**config.mk**
```make
export PLATFORM = sky130hd
export DESIGN_NAME = command_error_classifier
export DESIGN_NICKNAME = d
export VERILOG_FILES = /design/src/rtl/error_fifo.v /design/src/rtl/command_error_classifier.v
export VERILOG_INCLUDE_DIRS = /design/src /design/src/rtl
export SDC_FILE = /design/constraint.sdc
export NUM_CORES = 1
export LEC_CHECK = 0
export BUFFER_PORTS_ARGS = -buffer_cell sky130_fd_sc_hd__buf_2
export CORE_UTILIZATION = 64
export CTS_CLUSTER_SIZE = 14
export DETAILED_ROUTE_END_ITERATION = 12
export GPL_TIMING_DRIVEN = 0
export HOLD_SLACK_MARGIN = 0.08
export PLACE_DENSITY = 0.86
export SLEW_MARGIN = 20
export SYNTH_ARGS = -nofsm -noshare
export SYNTH_HDL_FRONTEND = slang
export SYNTH_SLANG_ARGS = --single-unit
```
**constraint.sdc**
```tcl
create_clock -name mclk -period 10.5 [get_ports mclk]
set_input_delay 3.15 -clock mclk [delete_from_list [all_inputs] [get_ports mclk]]
set_output_delay 3.15 -clock mclk [all_outputs]
set_load 0.05 [all_outputs]
```
**src/rtl/err_class_regs.vh**
```
`ifndef ERR_CLASS_REGS_VH
`define ERR_CLASS_REGS_VH
// register byte offsets
`define REG_CTRL 12'h000
`define REG_FAULT 12'h004
`define REG_ESR 12'h008
`define REG_QREAD 12'h00c
`define REG_QSTAT 12'h010
`define REG_LAST 12'h014
// control register fields
`define CTRL_CLR_BIT 0
`define CTRL_CLRESR_BIT 1
// fault register fields (one-shot: kind in [4:0], other bits ignored)
`define FAULT_KIND_W 5
// standard event status bit positions
`define ESR_CMD_BIT 5
`define ESR_EXE_BIT 4
`define ESR_DEV_BIT 3
`define ESR_QRY_BIT 2
// queue geometry
`define QDEPTH 30
`define QPTR_W 5
`define QCODE_W 17
// error codes as 17-bit signed values
`define CODE_NONE 17'h00000
`define CODE_CMD 17'h1ff9c
`define CODE_BADCHAR 17'h1ff9b
`define CODE_SYNTAX 17'h1ff9a
`define CODE_SEP 17'h1ff99
`define CODE_DTYPE 17'h1ff98
`define CODE_GET 17'h1ff97
`define CODE_PEXTRA 17'h1ff94
`define CODE_PMISS 17'h1ff93
`define CODE_LONG 17'h1ff90
`define CODE_UNDEF 17'h1ff8f
`define CODE_NUM 17'h1ff88
`define CODE_NUMCH 17'h1ff87
`define CODE_EXPO 17'h1ff85
`define CODE_DIGITS 17'h1ff84
`define CODE_NUMNA 17'h1ff80
`define CODE_SUFX 17'h1ff7d
`define CODE_SUFLONG 17'h1ff7a
`define CODE_SUFNA 17'h1ff76
`define CODE_CHDAT 17'h1ff73
`define CODE_CHNA 17'h1ff6c
`define CODE_EXEC 17'h1ff38
`define CODE_SETCONF 17'h1ff23
`define CODE_RANGE 17'h1ff22
`define CODE_DEVICE 17'h1fed4
`define CODE_SELFTEST 17'h1feb6
`define CODE_OVERFLOW 17'h1fea2
`define CODE_QUERY 17'h1fe70
`define CODE_UNTERM 17'h1fe6e
`define CODE_LOST 17'h1fe6d
// fault kinds presented by the parser/executor
`define K_NONE 5'h00
`define K_CMD 5'h01
`define K_BADCHAR 5'h02
`define K_SYNTAX 5'h03
`define K_SEP 5'h04
`define K_DTYPE 5'h05
`define K_GET 5'h06
`define K_PEXTRA 5'h07
`define K_PMISS 5'h08
`define K_LONG 5'h09
`define K_UNDEF 5'h0a
`define K_NUM 5'h0b
`define K_NUMCH 5'h0c
`define K_EXPO 5'h0d
`define K_DIGITS 5'h0e
`define K_NUMNA 5'h0f
`define K_SUFX 5'h10
`define K_SUFLONG 5'h11
`define K_SUFNA 5'h12
`define K_CHDAT 5'h13
`define K_CHNA 5'h14
`define K_EXEC 5'h15
`define K_SETCONF 5'h16
`define K_RANGE 5'h17
`define K_DEVICE 5'h18
`define K_SELFTEST 5'h19
`define K_QUERY 5'h1a
`define K_UNTERM 5'h1b
`define K_LOST 5'h1c
`define K_DEVPOS 5'h1d
// parser limits
`define NAME_MAX 8'd12
`define MANT_MAX 9'd255
`endif

```
**src/rtl/error_fifo.v**
```verilog
`timescale 1ns/1ps
`include "err_class_regs.vh"
module error_fifo (
  // clock and reset
  input wire mclk,
  input wire srst,
  // control
  input wire clear,
  input wire push,
  input wire [`QCODE_W-1:0] pushCode,
  input wire pop,
  // state
  output wire [`QCODE_W-1:0] headCode,
  output reg [`QPTR_W:0] count_q
);
  reg [`QCODE_W-1:0] mem [0:`QDEPTH-1];
  reg [`QPTR_W-1:0] rdPtr_q;
  reg [`QPTR_W-1:0] wrPtr_q;
  wire doPop = pop && (count_q != 6'd0);
  wire full = (count_q == 6'd30);
  wire almost = (count_q == 6'd29);
  wire [`QPTR_W-1:0] lastPtr = (wrPtr_q == 5'd0) ? 5'd29 : wrPtr_q - 5'd1;
  // head or the no-error code
  assign headCode = (count_q == 6'd0) ? `CODE_NONE : mem[rdPtr_q];

  // --------------------------------
  // storage and pointers
  // --------------------------------
  // the 30th slot is kept for the overflow marker, so a push onto 29 entries with no pop
  // writes the marker instead; pushes onto a full queue are dropped
  always @(posedge mclk) begin
    if (srst) begin
      rdPtr_q <= 5'd0;
      wrPtr_q <= 5'd0;
      count_q <= 6'd0;
    end else if (clear) begin
      // an error in the clearing cycle survives as the only entry
      if (push) begin
        mem[0] <= pushCode;
      end
      rdPtr_q <= 5'd0;
      wrPtr_q <= {4'h0, push};
      count_q <= {5'h00, push};
    end else begin
      if (push && !full && !(doPop && almost)) begin
        mem[wrPtr_q] <= (almost && !doPop) ? `CODE_OVERFLOW : pushCode;
        wrPtr_q <= (wrPtr_q == 5'd29) ? 5'd0 : wrPtr_q + 5'd1;
      end else if (push && full && !doPop) begin
        mem[lastPtr] <= `CODE_OVERFLOW;
      end else if (push && doPop && almost) begin
        mem[wrPtr_q] <= pushCode;
        wrPtr_q <= (wrPtr_q == 5'd29) ? 5'd0 : wrPtr_q + 5'd1;
      end
      if (doPop) begin
        rdPtr_q <= (rdPtr_q == 5'd29) ? 5'd0 : rdPtr_q + 5'd1;
      end
      if (push && !full && !doPop) begin
        count_q <= count_q + 6'd1;
      end else if (doPop && !(push && !full)) begin
        count_q <= count_q - 6'd1;
      end else if (doPop && push && full) begin
        count_q <= count_q - 6'd1;
      end
    end
  end
endmodule

```
**src/rtl/command_error_classifier.v**
```verilog
`timescale 1ns/1ps
`include "err_class_regs.vh"
// Operation
// - codes -100..-199 are command class, sets bit5
// - command fault raises no other class
// - execution faults -200..-299 set bit 4
// - out-of-range data or state blocks execution
// - range check after rounding; rounding never faults
// - execution fault raises no other class
// - device faults -300..-399 or positive, bit 3
// - self-test failure reports device-specific code
// - query faults -400..-499 set bit 2
// - read without output, or lost output
// - empty queue reads code zero
// - generic -100 when nothing more specific
// - -101 bad char, -102 syntax, -103 separator
// - -104 for wrong data type
// - -105 for trigger inside message
// - -108 too many, -109 too few parameters
// - -112 for names over twelve characters
// - -113 for undefined header
// - -121 bad radix char, else -120
// - -123 exponent overflow, -124 over 255 digits
// - -128 numeric where not accepted
// - -131 bad suffix, -134 long, -138 disallowed
// - -141 bad char data, -148 disallowed
// - 30-deep fifo, overflow marks last slot -350

module command_error_classifier (
  // clock and reset
  input wire mclk,
  input wire srst,
  // apb slave
  input wire psel,
  input wire penable,
  input wire pwrite,
  input wire [11:0] paddr,
  input wire [31:0] pwdata,
  output wire pready,
  output reg [31:0] prdata,
  output wire pslverr,
  // parser fault strobes, one cycle each
  input wire syntaxFault,
  input wire [4:0] syntaxKind,
  input wire [7:0] nameLen,
  input wire [7:0] suffixLen,
  input wire [8:0] mantDigits,
  // execution checks on rounded, evaluated values
  input wire execCheck,
  input wire signed [31:0] execValue,
  input wire signed [31:0] execMin,
  input wire signed [31:0] execMax,
  input wire execStateBlocked,
  // device-side events
  input wire selfTestFail,
  input wire devFault,
  input wire [14:0] devCode,
  // output queue events
  input wire readNoOutput,
  input wire outputLost,
  // message framing and bus trigger (pins)
  input wire inMessage,
  input wire triggerPin,
  // status
  output wire [7:0] eventStatus,
  output wire [`QCODE_W-1:0] headCode,
  output wire queueEmpty
);
  // --------------------------------
  // pin synchronisers
  // --------------------------------
  // two sync stages, then edge memory
  reg trigMeta_q;
  reg trigSync_q;
  reg trigPrev_q;
  reg msgMeta_q;
  reg msgSync_q;
  // two stages before anything looks at the trigger pin and frame level
  always @(posedge mclk) begin
    if (srst) begin
      trigMeta_q <= 1'b0;
      trigSync_q <= 1'b0;
      trigPrev_q <= 1'b0;
      msgMeta_q <= 1'b0;
      msgSync_q <= 1'b0;
    end else begin
      trigMeta_q <= triggerPin;
      trigSync_q <= trigMeta_q;
      trigPrev_q <= trigSync_q;
      msgMeta_q <= inMessage;
      msgSync_q <= msgMeta_q;
    end
  end

  // trigger rising while a message is open
  wire getInMsg = trigSync_q && !trigPrev_q && msgSync_q;

  // --------------------------------
  // command class code selection
  // --------------------------------
  // command class hit and its code
  reg [`QCODE_W-1:0] cmdCode;
  reg cmdHit;
  // length limits override a kind the parser reported loosely
  always @* begin
    // taken as a hit, dropped below when nothing fired
    cmdHit = 1'b1;
    cmdCode = `CODE_CMD;
    // a trigger in a message outranks the parser
    if (getInMsg) begin
      cmdCode = `CODE_GET;
    end else if (!syntaxFault) begin
      cmdHit = 1'b0;
    end else if (nameLen > `NAME_MAX) begin
      cmdCode = `CODE_LONG;
    end else if (suffixLen > `NAME_MAX) begin
      cmdCode = `CODE_SUFLONG;
    end else if (mantDigits > `MANT_MAX) begin
      cmdCode = `CODE_DIGITS;
    end else begin
      // otherwise the parser's kind picks the code
      case (syntaxKind)
        `K_BADCHAR: cmdCode = `CODE_BADCHAR;
        `K_SYNTAX: cmdCode = `CODE_SYNTAX;
        `K_SEP: cmdCode = `CODE_SEP;
        `K_DTYPE: cmdCode = `CODE_DTYPE;
        `K_GET: cmdCode = `CODE_GET;
        `K_PEXTRA: cmdCode = `CODE_PEXTRA;
        `K_PMISS: cmdCode = `CODE_PMISS;
        `K_LONG: cmdCode = `CODE_LONG;
        `K_UNDEF: cmdCode = `CODE_UNDEF;
        `K_NUM: cmdCode = `CODE_NUM;
        `K_NUMCH: cmdCode = `CODE_NUMCH;
        `K_EXPO: cmdCode = `CODE_EXPO;
        `K_DIGITS: cmdCode = `CODE_DIGITS;
        `K_NUMNA: cmdCode = `CODE_NUMNA;
        `K_SUFX: cmdCode = `CODE_SUFX;
        `K_SUFLONG: cmdCode = `CODE_SUFLONG;
        `K_SUFNA: cmdCode = `CODE_SUFNA;
        `K_CHDAT: cmdCode = `CODE_CHDAT;
        `K_CHNA: cmdCode = `CODE_CHNA;
        default: cmdCode = `CODE_CMD;
      endcase
    end
  end

  // --------------------------------
  // execution, device and query classes
  // --------------------------------
  // the value compared is already rounded and evaluated upstream, so a
  // rounding step alone can never reach here as a fault
  wire outOfRange = execCheck &&
    ((execValue < execMin) || (execValue > execMax));
  wire execHit = outOfRange || (execCheck && execStateBlocked);
  // a range fault reports before a blocked state
  wire [`QCODE_W-1:0] execCode = outOfRange ? `CODE_RANGE : `CODE_SETCONF;

  // device class: self-test beats a plain device fault
  wire devHit = selfTestFail || devFault;
  // positive device codes are 1..32767; zero would read as no error
  wire [`QCODE_W-1:0] devPos = {2'b00, devCode} | {16'h0000, (devCode == 15'h0000)};
  wire [`QCODE_W-1:0] devErrCode = selfTestFail ? `CODE_SELFTEST : devPos;

  // query class: lost output beats a read with none
  wire qryHit = readNoOutput || outputLost;
  wire [`QCODE_W-1:0] qryCode = outputLost ? `CODE_LOST : `CODE_UNTERM;

  // --------------------------------
  // exclusive class arbitration
  // --------------------------------
  // one fault source per cycle wins: command, then execution, device, query
  localparam [4:0] CL_NONE = 5'b00001;
  localparam [4:0] CL_CMD = 5'b00010;
  localparam [4:0] CL_EXE = 5'b00100;
  localparam [4:0] CL_DEV = 5'b01000;
  localparam [4:0] CL_QRY = 5'b10000;

  // winning class and its code
  reg [4:0] cls;
  reg [`QCODE_W-1:0] selCode;
  always @* begin
    // no class, no-error code by default
    cls = CL_NONE;
    selCode = `CODE_NONE;
    if (cmdHit) begin
      cls = CL_CMD;
      selCode = cmdCode;
    end else if (execHit) begin
      cls = CL_EXE;
      selCode = execCode;
    end else if (devHit) begin
      cls = CL_DEV;
      selCode = devErrCode;
    end else if (qryHit) begin
      cls = CL_QRY;
      selCode = qryCode;
    end
  end

  // --------------------------------
  // apb decode
  // --------------------------------
  // access phase strobes, one cycle each
  wire apbWr = psel && penable && pwrite;
  wire apbRd = psel && penable && !pwrite;
  wire wrCtrl = apbWr && (paddr == `REG_CTRL);
  wire wrFault = apbWr && (paddr == `REG_FAULT);
  wire rdQueue = apbRd && (paddr == `REG_QREAD);

  // decoded offsets; the rest answer with an error
  wire mapped = (paddr == `REG_CTRL) || (paddr == `REG_FAULT) || (paddr == `REG_ESR) ||
    (paddr == `REG_QREAD) || (paddr == `REG_QSTAT) || (paddr == `REG_LAST);

  // no wait states, so the master never stalls
  assign pready = 1'b1;
  assign pslverr = psel && penable && !mapped;

  // software can inject a fault kind for bring-up through the fault register
  wire swFault = wrFault && (pwdata[4:0] != `K_NONE);
  // class and code of the injected kind
  reg [`QCODE_W-1:0] swCode;
  reg [4:0] swCls;
  always @* begin
    // nonzero kinds other than the execution, device and query ones, and K_DEVPOS as well, are generic commands
    swCls = CL_CMD;
    swCode = `CODE_CMD;
    case (pwdata[4:0])
      `K_EXEC: begin
        swCls = CL_EXE;
        swCode = `CODE_EXEC;
      end
      `K_RANGE: begin
        swCls = CL_EXE;
        swCode = `CODE_RANGE;
      end
      `K_SETCONF: begin
        swCls = CL_EXE;
        swCode = `CODE_SETCONF;
      end
      `K_DEVICE: begin
        swCls = CL_DEV;
        swCode = `CODE_DEVICE;
      end
      `K_SELFTEST: begin
        swCls = CL_DEV;
        swCode = `CODE_SELFTEST;
      end
      `K_QUERY: begin
        swCls = CL_QRY;
        swCode = `CODE_QUERY;
      end
      `K_UNTERM: begin
        swCls = CL_QRY;
        swCode = `CODE_UNTERM;
      end
      `K_LOST: begin
        swCls = CL_QRY;
        swCode = `CODE_LOST;
      end
      default: begin
        swCls = CL_CMD;
        swCode = `CODE_CMD;
      end
    endcase
  end

  // hardware faults take the queue slot when both arrive together
  wire hwAny = !cls[0];
  wire [4:0] finCls = hwAny ? cls : (swFault ? swCls : CL_NONE);
  wire [`QCODE_W-1:0] finCode = hwAny ? selCode : swCode;
  wire pushNow = hwAny || swFault;

  // --------------------------------
  // event status and last code
  // --------------------------------
  // sticky class bits and the last code queued
  reg [7:0] esr_q;
  reg [`QCODE_W-1:0] last_q;

  // bit0 clears queue and status, bit1 status only
  wire clrAll = wrCtrl && pwdata[`CTRL_CLR_BIT];
  wire clrEsr = wrCtrl && (pwdata[`CTRL_CLR_BIT] || pwdata[`CTRL_CLRESR_BIT]);
  // a set in the clear cycle survives
  always @(posedge mclk) begin
    if (srst) begin
      esr_q <= 8'h00;
      last_q <= `CODE_NONE;
    end else begin
      esr_q[`ESR_CMD_BIT] <= finCls[1] || (esr_q[`ESR_CMD_BIT] && !clrEsr);
      esr_q[`ESR_EXE_BIT] <= finCls[2] || (esr_q[`ESR_EXE_BIT] && !clrEsr);
      esr_q[`ESR_DEV_BIT] <= finCls[3] || (esr_q[`ESR_DEV_BIT] && !clrEsr);
      esr_q[`ESR_QRY_BIT] <= finCls[4] || (esr_q[`ESR_QRY_BIT] && !clrEsr);
      // reserved bits held low
      esr_q[7:6] <= 2'h0;
      esr_q[1:0] <= 2'h0;
      // last code follows every push, a clear keeps it
      if (pushNow) begin
        last_q <= finCode;
      end
    end
  end

  // status leaves straight from the flops
  assign eventStatus = esr_q;

  // --------------------------------
  // error queue
  // --------------------------------
  // entry count seen by the status read
  wire [`QPTR_W:0] qCount;
  // codes live here, the event status holds only classes
  error_fifo errQueue (
    .mclk(mclk),
    .srst(srst),
    .clear(clrAll),
    .push(pushNow),
    .pushCode(finCode),
    .pop(rdQueue),
    .headCode(headCode),
    .count_q(qCount)
  );

  // empty flag for the controller side
  assign queueEmpty = (qCount == 6'd0);

  // --------------------------------
  // read mux
  // --------------------------------
  // codes are sign-extended to the full word
  always @* begin
    prdata = 32'h00000000;
    // write-only and unmapped offsets read zero
    case (paddr)
      `REG_ESR: prdata = {24'h000000, esr_q};
      `REG_QREAD: prdata = {{15{headCode[16]}}, headCode};
      `REG_QSTAT: prdata = {26'h0000000, qCount};
      `REG_LAST: prdata = {{15{last_q[16]}}, last_q};
      default: prdata = 32'h00000000;
    endcase
  end
endmodule

```
# Yosys cells after proc, flatten, opt, wreduce, memory -nomap -nowiden
# Memories as Yosys holds them, arrays and structs flattened. A register that Yosys moved wholly into a read port is not among the register bits.
# Index checks and enable logic that the tools add are counted.
# totals
in_bits	199
rom_bits	672
latchBits	0
word_cells	171
mem_count	3
mem_bits_rw	510
regBits	46
# classes
n_lt_le_gt_ge	5
n_mul	0
reduce_logical	69
n_shift	0
n_addsub	5
n_div	0
n_eq_ne	11
mux	63
n_bitwise	2
# memory_table
memory	depth	width	read_ports	rd_clocked_by_memory_dff	wr	line_no	source
errQueue.mem	30	17	1	1	1	error_fifo.v:16	reg [`QCODE_W-1:0] mem [0:`QDEPTH-1];
(no name shown)	32	13	1	0	0	command_error_classifier.v:227	case (pwdata[4:0])
(no name shown)	32	8	1	0	0	command_error_classifier.v:122	case (syntaxKind)
# op_table
op	n
$mux W17	16
$pmux W32 S4	1
$mux W5	16
$reduce_or A17 Y1	2
$gt A32 B32 Y1	1
$lt A32 B32 Y1	1
$logic_and A1 B1 Y1	30
$mux W1	26
$eq A12 B4 Y1 const B	2
$eq A12 B5 Y1 const B	2
$mux W6	3
$gt A8 B4 Y1 const B	2
$logic_not A15 Y1	1
$logic_or A1 B1 Y1	15
$or A15 B1 Y15	1
$eq A12 B3 Y1 const B	1
$eq A6 B5 Y1 const B	2
$logic_not A12 Y1	1
$add A5 B1 Y5 const B	2
$eq A5 B5 Y1 const B	2
$gt A9 B8 Y1 const B	1
$logic_not A1 Y1	9
$add A6 B1 Y6 const B	1
$logic_not A6 Y1	1
14 further kinds	16

# Depth between registers and ports, before layout
# Gate-level depths: netlist of the first run.
# depth
ltp_word	20
mapped_depth	22
depth_no_buf	22

# Cells and area by module
# Synthesis of the first run repeated with hierarchy kept, for this count alone.
# unflattened
hier_cells	1654
area_unflattened_um2	25199.2
# modules_own_cells
mod	instances	area_each_um2	cells_per_inst
error_fifo	1	21216.6	1108
command_error_classifier	1	3982.6	546

# Least setup slack after synthesis of the first run
# Ideal clock, no wire load.
# synth_timing
kind	input-to-output
start	in paddr[9]
end	out prdata[16]
stages	7
t_arrival_ps	5759
path_slack_ps	1591
path_cell_list	or4_4 nor4_4 and2_1 buf_4 clkbuf_1 a22o_1 buf_4
# synth_between
elab_chain_cells	2
elab_cells_between_ends	5
cone_classes	4 x eq/ne; 1 x mux
# synth_lines
item	line_no	source
start: declaration	command_error_classifier.v:37	input wire [11:0] paddr,
$eq A12 B5 Y1 or $eq A12 B4 Y1 (tied branches)	command_error_classifier.v:333	case (paddr)
$pmux W32 S4 (*)	command_error_classifier.v:333	
end: declaration	command_error_classifier.v:40	output reg [31:0] prdata,
# Every way passes the cells marked *; elsewhere a longest branch is shown, timed or not.

# Worst setup path in the final report of the first run
# layout_timing
start	in paddr[9]
end	out prdata[31]
# The elaborated chain is that of the path after synthesis.

==> results by group, run 1 <==
Floorplan
  • Rows: 70
  • Die area: 0.03806 mm2
  • Placeable Area: 0.03661 mm2
  • Die height: 195.1 um
  • # IOs: 259
  • Die Span X: 195.1 um
  • Initial Util: 65.17%

Timing
  • Worst hold slack: 0.4501 ns
  • Worst-Margin Slew: 1.235 ns
  • Slew Viols, Final: 0
  • Max Freq: 108.2 MHz
  • Setup TNS: 0 ns
  • Min Tclk post-route: 9.242 ns
  • Worst clock skew: 0.02967 ns
  • Hold Violations, Final: 0
  • Max_slew headroom: 17.60%
  • RSZ-0062 raised after global routing: false
  • Final cycle utilization of the critical path: 88.02%
  • Final setup fails: 0

Clock network
  • Clk slew on worst S/H paths: 0.06 ns
  • Setup bufs post-CTS: 0
  • Post-cts resize count: 0
  • CTS root buffer: clkbuf_16
  • Clock sinks: 526
  • CTS buffer count: 50
  • CTS H-Tree Depth: 2
  • Longest Clk Path Bufs: 3
  • CTS Hold Bufs: 0
  • Worst-Skew Late Latency: 0.60 ns
  • CTS tree: built

Worst setup path
  • Worst Path Arrival: 6.09 ns
  • Max incr delay on CP: 0.57 ns
  • Reg2reg start: errQueue.count_q[0]
  • R2R setup slack: 6.26 ns
  • Critical path class: in2out
  • Worst Path Required: 7.35 ns
  • Critical path capture point type: output port
  • FF-to-FF End: errQueue.mem[7][8]
  • Slowest cell on crit path: a22o_1
  • Reg2Reg Depth: 9
  • Critical path buffer and inverter count: 5
  • Crit-path cells: buf_2, or4_4, nor4_4, and2_1, buf_4, clkbuf_1, a22o_1, buf_4, buf_2
  • Setup crit start kind: primary input
  • Cell family with most CP delay: simple AND/OR/NAND/NOR gates
  • Critical path fanouts, max: 17

Synth
  • Post-synth EDFFs: 480
  • FF+latch count, synth: 526
  • Mux cell area share after synthesis: 15.45%
  • Library cells used by synthesis: 88
  • Simple-gate share of the synthesized area: 6.612%
  • Syn Inst Count: 1,473
  • Mapped cell area: 0.02386 mm2
  • Ys flop type: edfxtp_1
  • Adder-cell area share of the yosys netlist: 4.174%
  • Yosys warns: 0
  • Seq/Total Area, Yosys: 64.27%
  • Post-Synth XOR/XNOR Area: 0.3671%
  • Compound-Gate Fraction of Synth Area: 5.973%
  • Syn_area_per_cell: 16.20 um2
  • Share of flip-flops with an asynchronous set or reset: 0%
  • Largest family of logic cells by synthesized area: multiplexers

Drt
  • DR iter-0 viols: 2,156
  • Vias per Instance: 6.875
  • 1st-pass router iterations: 7
  • Residual DRC: 0
  • Detail Route Antenna Nets: 0
  • Total Wirelength: 69,250 um
  • DR vias: 15,670
  • Avg WL per Cell: 30.39 um

Placement
  • Placed Area: 0.02606 mm2
  • Final GP Congestion: 0.9640
  • HPWL Detailed: 44,450 um
  • I/O Buffers: 215
  • # placed instances: 2,188

Cells and area
  • Final cell count without fillers: 2,279
  • Fin area: 0.02765 mm2
  • Share of cells above drive strength 1: 32.15%
  • Final nets: 2,050
  • Area Growth Syn to Fin: 15.88%

Pwr
  • Pwr dens: 160.5 mW/mm2
  • Maximum vdd drop: 0.1687 mV
  • Static leakage: 9.956 nW

Global route
  • Pin count of the biggest net entering global routing: 31
  • Initial antenna violation count: 1
  • First-pass GRT wire length: 101,100 um
  • Gr ovfl total: 0
  • Vias in the first global route: 15,750
  • GRT Total Usage: 36.91%

Job
  • MaxCap Viol Count: 0

Worst hold path
  • Hold path depth: 1
  • HP Class: reg2reg
  • Hold Crit Endpoint: trigSync_q
  • Hold path start: trigMeta_q

Outcome
  • Status: finished, final reports clean
==> how the worst max path moves through the flow <==
| stage | cells past startpoint | startpoint | end | slack [ns] |
|---|---|---|---|---|
| floorplan | 7 | paddr[9] | prdata[16] | 1.59 |
| global placement | 9 | paddr[9] | prdata[19] | 1.30 |
| detailed placement | 9 | paddr[9] | prdata[31] | 1.27 |
| CTS | 9 | paddr[9] | prdata[31] | 1.27 |
| global route | 9 | paddr[9] | prdata[31] | 1.08 |
| finish | 9 | paddr[9] | prdata[31] | 1.26 |
==> cells by family (layout without fill, tap and decap cells) <==
kind of cell | after synthesis | after routing
AND/OR/NAND/NOR | 314 | 314
AO/OA/AOI/OAI | 190 | 190
adder cells (fa/ha/maj) | 79 | 79
XOR/XNOR | 10 | 10
buffers and inverters | 167 | 501
other | 2 | 6
flip-flops | 526 | 526
multiplexers | 185 | 185
==> cell usage after synthesis (3+ instances only) <==
cell type  count  share of area (%)
a211o_1        3               0.11
a211oi_1      14               0.44
a21o_1        13               0.41
a21oi_1       49                1.0
a21oi_2        3               0.11
a221o_1        6               0.25
a22o_1        15               0.55
a22oi_1        5               0.16
a31oi_1        8               0.21
and2_1         7               0.18
and3_1         4               0.10
buf_1         15               0.24
buf_2          9               0.19
buf_4         24               0.76
clkbuf_1      37               0.58
dfxtp_1       46                3.9
edfxtp_1     480                 60
ha_1          78                4.1
inv_1         77                1.2
mux2_2        17               0.80
mux2i_1       23               0.96
mux4_2       145                 14
nand2_1       72                1.1
nand2b_1      18               0.47
nand3_1       23               0.48
nand4_1       20               0.52
nor2_1       100                1.6
nor2b_1       13               0.34
nor3_1        16               0.34
nor4_1        10               0.26
o211ai_1       7               0.22
o21ai_0       18               0.38
o21ai_1        5               0.10
o21bai_1       3              0.094
o22ai_1        5               0.13
o31ai_1        4               0.13
or2_2          4               0.10
or3_1          5               0.13
or4_1          3              0.094
xnor2_1        3               0.11
xor2_1         7               0.26
==> area by class of cell <==
class	instances	area [um2]
multi-input combinational	783	7926
sequential	526	15330
timing repair buffer	244	1483
tap	468	585.6
inverter	80	301.5
clock inverter	26	244.0
antenna	1	2.502
buffer	87	449.2
fill	2036	8960
clock buffer	64	1324
==> routing by layer <==
metal  track usage, %  up-vias  wire (um)
li1                 -     6407          -
met1            46.35     7750      23870
met2            61.63     1225      33970
met3            7.150      286       7378
met4            19.13        0       4031
met5                0        -          0
==> cell usage in the layout (no fill, tap or decap), types with 16 or more instances in the layout <==
cell type	n
nand2b_1	16
mux2_2	17
clkbuf_1	47
buf_4	26
buf_8	21
inv_1	77
edfxtp_1	480
a21oi_1	47
nor2_2	25
o21ai_0	18
nor2_1	70
ha_1	78
dfxtp_1	46
clkbuf_16	50
nand4_1	20
nand2_1	72
mux2i_1	23
nand3_1	23
mux4_2	145
buf_2	224
==> where the power goes <==
group	internal [mW]	leakage (nW)	switching [mW]
clock	0.971	0.758	0.798
sequential	2.31	4.78	0.0126
combinational	0.108	4.42	0.237
==> flip-flops by register name (all words and copies together) (netlist names), named ones only <==
signal	count
eventStatus	4
errQueue.count_q	6
msgSync_q	1
errQueue.mem	480
errQueue.rdPtr_q	5
trigMeta_q	1
trigPrev_q	1
last_q	16
errQueue.wrPtr_q	5
msgMeta_q	1
trigSync_q	1
==> stage by stage <==
step           setup WS, ns  util [%]  total power, mW
2_1_floorplan         1.591         -            2.566
3_3_place_gp          1.301     69.74            2.677
3_5_place_dp          1.268     71.17            2.699
4_1_cts               1.271     75.45            4.422
5_1_grt               1.079     75.53            4.523
6_report              1.258     75.53            4.438
Note: power is estimated with default switching activity, not from simulation.
==> run 2: changes to the inputs <==
--- a/config.mk
+++ b/config.mk
@@ -7,12 +7,14 @@
 export NUM_CORES = 1
 export LEC_CHECK = 0
 export BUFFER_PORTS_ARGS = -buffer_cell sky130_fd_sc_hd__buf_2
-export CORE_UTILIZATION = 64
+export CORE_MARGIN = 2
+export CORE_UTILIZATION = 60
+export CTS_BUF_LIST = sky130_fd_sc_hd__clkbuf_8
 export CTS_CLUSTER_SIZE = 14
 export DETAILED_ROUTE_END_ITERATION = 12
 export GPL_TIMING_DRIVEN = 0
 export HOLD_SLACK_MARGIN = 0.08
-export PLACE_DENSITY = 0.86
+export PLACE_DENSITY = 0.81
 export SLEW_MARGIN = 20
 export SYNTH_ARGS = -nofsm -noshare
 export SYNTH_HDL_FRONTEND = slang
==> results by group, run 2 (same netlist as run 1, synthesis figures left out) <==
Cells and area
  • Final nets: 2,082 (+1.6%)
  • Reg with most FFs: errQueue.mem
  • Fill cells: 2,510 (+23%)
  • Most common cell after layout, fill and taps aside: edfxtp_1
  • Area Growth Syn to Fin: 15.83% (about the same)
  • Share of cells above drive strength 1: 32.98% (+0.82 points)
  • Fin area: 0.02764 mm2 (about the same)
  • Number of flip-flops in the largest register: 480 (unchanged)
  • Commonest non-fill, non-tap cells in the layout: 480 x edfxtp_1, 224 x buf_2, 145 x mux4_2
  • Biggest regs: errQueue.mem x480, last_q x16, errQueue.count_q x6

Drt
  • DR iter-0 viols: 1,566 (-27%)
  • 1st-pass router iterations: 9 (+2)
  • Avg WL per Cell: 25.94 um (-15%)
  • Total Wirelength: 62,040 um (-10%)
  • Vias per Instance: 6.300 (-8.4%)
  • Residual DRC: 0 (unchanged)
  • DR vias: 15,070 (-3.8%)
  • Detail Route Antenna Nets: 0 (unchanged)

Clock network
  • Setup bufs post-CTS: 0 (unchanged)
  • Clock sinks: 526 (unchanged)
  • Clk slew on worst S/H paths: 0.06 ns (about the same)
  • CTS buffer count: 82 (+64%)
  • CTS tree: built
  • CTS root buffer: clkbuf_8
  • Longest Clk Path Bufs: 3 (unchanged)
  • Post-cts resize count: 0 (unchanged)
  • CTS Hold Bufs: 0 (unchanged)
  • CTS H-Tree Depth: 3 (+1)
  • Worst-Skew Late Latency: 0.65 ns (+0.05 ns)

Worst setup path
  • Crit-path cells: buf_2, or4_4, nor4_2, and3_1, clkbuf_1, clkbuf_1, a22o_1, buf_4, buf_2
  • Slowest cell on crit path: a22o_1
  • Max incr delay on CP: 0.58 ns (about the same)
  • Critical path fanouts, max: 17 (unchanged)
  • Setup crit start kind: primary input
  • Critical path class: in2out
  • Critical path capture point type: output port
  • Worst Path Required: 7.35 ns (about the same)
  • Worst Path Arrival: 6.20 ns (+0.11 ns)
  • R2R setup slack: 5.90 ns (-0.36 ns)

Timing
  • Hold Violations, Final: 0 (unchanged)
  • Max_slew headroom: 23.09% (+5.5 points)
  • Worst hold slack: 0.4374 ns (-0.01267 ns)
  • Max Freq: 107.0 MHz (-1.2%)
  • Worst-Margin Slew: 1.139 ns (-0.09605 ns)
  • RSZ-0062 raised after global routing: false
  • Final setup fails: 0 (unchanged)
  • Min Tclk post-route: 9.350 ns (+0.1080 ns)
  • Setup TNS: 0 ns (unchanged)
  • Final cycle utilization of the critical path: 89.05% (+1.0 points)
  • Slew Viols, Final: 0 (unchanged)
  • Worst clock skew: 0.03195 ns (+0.002284 ns)

Floorplan
  • Die Span X: 203.4 um (+4.3%)
  • Die height: 203.4 um (+4.3%)
  • Die area: 0.04138 mm2 (+8.7%)
  • # IOs: 259 (unchanged)
  • Rows: 73 (+4.3%)
  • Placeable Area: 0.03946 mm2 (+7.8%)
  • Initial Util: 60.47% (-4.7 points)

Pwr
  • Pwr dens: 154.5 mW/mm2 (-3.7%)
  • Final Total Pwr: 4.271 mW (-3.8%)
  • Maximum vdd drop: 0.1371 mV (-19%)
  • Static leakage: 10.03 nW (+0.76%)

Placement
  • Final GP Congestion: 0.9148 (-5.1%)
  • HPWL Detailed: 44,290 um (-0.38%)
  • Placed Area: 0.02611 mm2 (+0.20%)
  • I/O Buffers: 215 (unchanged)

Global route
  • Gr ovfl total: 0 (unchanged)
  • First-pass GRT wire length: 91,490 um (-9.5%)
  • Pin count of the biggest net entering global routing: 31 (unchanged)
  • Vias in the first global route: 15,030 (-4.6%)
  • GRT Total Usage: 30.24% (-6.7 points)
  • Initial antenna violation count: 2 (+1)

Outcome
  • Status: finished, final reports clean

Job
  • MaxCap Viol Count: 0 (unchanged)

Worst hold path
  • HP Class: reg2reg
run 2: changes by cell type in the layout (fill, tap and decap cells not counted), sizes merged:
cell,change
bufinv,-1
clkbuf,+21
clkinv,+13
clkinvlp,+1
diode,+1
inv,+21
run 2: through the flow:
step           cells  utilization [%]  worst slack (ns)
2_1_floorplan   1476                -             1.591
3_3_place_gp    2216            64.89             1.238
3_5_place_dp    2245            66.17             1.154
4_1_cts         2390            70.00             1.146
5_1_grt         2392            70.04            0.9350
6_report        2392            70.04             1.150
run 2: report_power, final:
part	leakage [nW]	switching (mW)	internal [mW]
Clock	0.850	0.799	0.806
Sequential	4.78	0.0110	2.31
Combinational	4.40	0.235	0.108
run 2: cell type report:
class / instances / area [um2] / area share, %
diodes: 2 / 5.005 / 0.01811
plain buffers: 87 / 446.7 / 1.616
clock buffers: 85 / 1170 / 4.233
clock inverters: 60 / 341.6 / 1.236
inverters: 80 / 301.5 / 1.091
multi-input cells: 783 / 7916 / 28.64
flip-flops and latches: 526 / 15330 / 55.49
well taps: 525 / 656.9 / 2.377
repair buffers: 244 / 1464 / 5.297
run 2: worst max-delay path: cells and delay by family:
family | cells | cell delay (ns)
and+or+nand+nor | 3 | 1.21
buffers and inverters | 5 | 1.24
AOI/OAI and AO/OA | 1 | 0.58
run 2: per-layer routing:
layer  GRT usage (%)  vias up  wire length (um)
met5               0        -                 0
met4           11.97        0              2223
met3           6.024      145              5670
met2           50.52      870             30530
met1           39.44     7570             23610
li1                -     6485                 -
run 2: final timing paths:
kind	start	end	depth (start not counted)
max	paddr[9]	prdata[28]	9
min	trigMeta_q	trigSync_q	1
max reg2reg	errQueue.count_q[0]	errQueue.mem[14][14]	9
min reg2reg	trigMeta_q	trigSync_q	1
==> run 3: changes to the inputs <==
--- a/config.mk
+++ b/config.mk
@@ -7,14 +7,17 @@
 export NUM_CORES = 1
 export LEC_CHECK = 0
 export BUFFER_PORTS_ARGS = -buffer_cell sky130_fd_sc_hd__buf_2
+export CAP_MARGIN = 20
+export CELL_PAD_IN_SITES_DETAIL_PLACEMENT = 1
+export CELL_PAD_IN_SITES_GLOBAL_PLACEMENT = 2
 export CORE_MARGIN = 2
-export CORE_UTILIZATION = 60
+export CORE_UTILIZATION = 48
 export CTS_BUF_LIST = sky130_fd_sc_hd__clkbuf_8
 export CTS_CLUSTER_SIZE = 14
 export DETAILED_ROUTE_END_ITERATION = 12
 export GPL_TIMING_DRIVEN = 0
 export HOLD_SLACK_MARGIN = 0.08
-export PLACE_DENSITY = 0.81
+export PLACE_DENSITY_LB_ADDON = 0.1
 export SLEW_MARGIN = 20
 export SYNTH_ARGS = -nofsm -noshare
 export SYNTH_HDL_FRONTEND = slang
==> results by group, run 3 (same netlist as run 1, synthesis figures left out) <==
Global route
  • GRT Total Usage: 26.87% (-3.4 points)
  • Initial antenna violation count: 1 (-1)
  • GR Util met1: 34.92% (-4.5 points)
  • First-pass GRT wire length: 99,110 um (+8.3%)
  • GR peak layer: met2
  • Gr ovfl total: 0 (unchanged)
  • Pin count of the biggest net entering global routing: 31 (unchanged)
  • Met3 Track Usage GR: 4.646% (-1.4 points)
  • M2 GR Usage: 45.31% (-5.2 points)
  • Vias in the first global route: 15,570 (+3.6%)

Worst setup path
  • Critical path fanouts, max: 17 (unchanged)
  • Setup crit start kind: primary input
  • Crit-path cells: buf_2, or4_4, nor4_2, and3_1, clkbuf_1, clkbuf_1, a22o_1, buf_4, buf_2
  • Critical path class: in2out
  • Worst Path Required: 7.35 ns (about the same)
  • Max incr delay on CP: 0.59 ns (about the same)
  • Critical path capture point type: output port
  • Worst Path Arrival: 6.34 ns (+0.14 ns)
  • Slowest cell on crit path: clkbuf_1

Placement
  • I/O Buffers: 215 (unchanged)
  • HPWL Detailed: 48,180 um (+8.8%)
  • Setup slack at placement: 1.048 ns (-0.1064 ns)
  • Final GP Congestion: 0.8671 (-5.2%)

Clock network
  • CTS root buffer: clkbuf_8
  • CTS H-Tree Depth: 3 (unchanged)
  • Clk slew on worst S/H paths: 0.05 ns (about the same)
  • Worst-Skew Late Latency: 0.67 ns (+0.02 ns)
  • Longest Clk Path Bufs: 3 (unchanged)
  • Setup bufs post-CTS: 0 (unchanged)
  • CTS tree: built
  • Clock sinks: 526 (unchanged)
  • CTS Hold Bufs: 0 (unchanged)
  • Post-cts resize count: 0 (unchanged)
  • CTS buffer count: 85 (+3.7%)

Floorplan
  • Die Span X: 227.0 um (+12%)
  • Die area: 0.05151 mm2 (+24%)
  • Die height: 227.0 um (+12%)
  • Rows: 81 (+11%)
  • # IOs: 259 (unchanged)
  • Initial Util: 48.64% (-12 points)
  • Placeable Area: 0.04905 mm2 (+24%)

Timing
  • Max_slew headroom: 22.59% (-0.50 points)
  • Worst-Margin Slew: 1.161 ns (+0.02246 ns)
  • Final setup fails: 0 (unchanged)
  • Worst clock skew: 0.04126 ns (+0.009310 ns)
  • Hold Violations, Final: 0 (unchanged)
  • Max Freq: 105.4 MHz (-1.5%)
  • Min Tclk post-route: 9.491 ns (+0.1408 ns)
  • RSZ-0062 raised after global routing: false
  • Final setup margin: 1.009 ns (-0.1408 ns)
  • Worst hold slack: 0.4430 ns (+0.005642 ns)
  • Slew Viols, Final: 0 (unchanged)
  • Final cycle utilization of the critical path: 90.39% (+1.3 points)
  • Setup TNS: 0 ns (unchanged)

Outcome
  • Status: finished, final reports clean

Drt
  • DR vias: 14,630 (-2.9%)
  • Vias per Instance: 5.799 (-7.9%)
  • Avg WL per Cell: 26.84 um (+3.5%)
  • Detail Route Antenna Nets: 0 (unchanged)
  • 1st-pass router iterations: 5 (-4)
  • Residual DRC: 0 (unchanged)
  • DR iter-0 viols: 1,031 (-34%)
  • Total Wirelength: 67,700 um (+9.1%)

Cells and area
  • Number of flip-flops in the largest register: 480 (unchanged)
  • Final nets: 2,075 (-0.34%)
  • Biggest regs: errQueue.mem x480, last_q x16, errQueue.count_q x6
  • Share of cells above drive strength 1: 33.39% (+0.41 points)
  • Layout Utilization: 56.57% (-13 points)
  • Reg with most FFs: errQueue.mem
  • Area Growth Syn to Fin: 16.29%
  • Most common cell after layout, fill and taps aside: edfxtp_1
  • Commonest non-fill, non-tap cells in the layout: 480 x edfxtp_1, 226 x buf_2, 145 x mux4_2

Pwr
  • Maximum vdd drop: 0.1696 mV (+24%)
  • Pwr dens: 155.1 mW/mm2 (+0.35%)
  • Static leakage: 9.973 nW (-0.59%)

Worst hold path
  • HP Class: reg2reg

Job
  • MaxCap Viol Count: 0 (unchanged)
==> run 3: per-stage QoR <==
step / power, mW / cells / cell area, um2
6_report: 4.303 / 2522 / 27750
5_1_grt: 4.447 / 2522 / 27750
4_1_cts: 4.332 / 2520 / 27720
3_5_place_dp: 2.710 / 2373 / 26180
3_3_place_gp: 2.689 / 2355 / 25780
2_1_floorplan: 2.566 / 1476 / 23870
==> run 3: critical path, delay by kind of cell <==
| kind | cells | cell delay (ns) |
|---|---|---|
| AND/OR/NAND/NOR | 3 | 1.18 |
| AO/OA/AOI/OAI | 1 | 0.58 |
| buffers and inverters | 5 | 1.41 |
==> run 3: final cells by class <==
cell class / instances / area (um2)
plain buffers: 87 / 450.4
multi-input cells: 783 / 7986
flip-flops and latches: 526 / 15330
clock buffers: 88 / 1211
well taps: 664 / 830.8
clock inverters: 59 / 320.3
inverters: 80 / 301.5
diodes: 1 / 2.502
repair buffers: 234 / 1309
fillers: 4723 / 21310
==> run 3: worst paths after layout <==
kind | startpoint | to | slack [ns] | cells past startpoint
hold / removal | trigMeta_q | trigSync_q | 0.44 | 1
hold reg to reg | trigMeta_q | trigSync_q | 0.44 | 1
setup / recovery | paddr[9] | prdata[20] | 1.01 | 9
setup reg to reg | errQueue.count_q[0] | errQueue.mem[10][3] | 6.24 | 8
==> run 3: power by group <==
group	internal [mW]	switching, mW
Combinational	0.109	0.233
Sequential	2.31	0.0115
Clock	0.827	0.810
==> run 3: metal layers <==
| layer | wire length, um | part of all wire (%) | vias up |
|---|---|---|---|
| li1 | - | - | 6461 |
| met1 | 27250 | 40 | 7492 |
| met2 | 33550 | 50 | 550 |
| met3 | 4498 | 6.6 | 123 |
| met4 | 2402 | 3.5 | 0 |
| met5 | 0 | 0 | - |
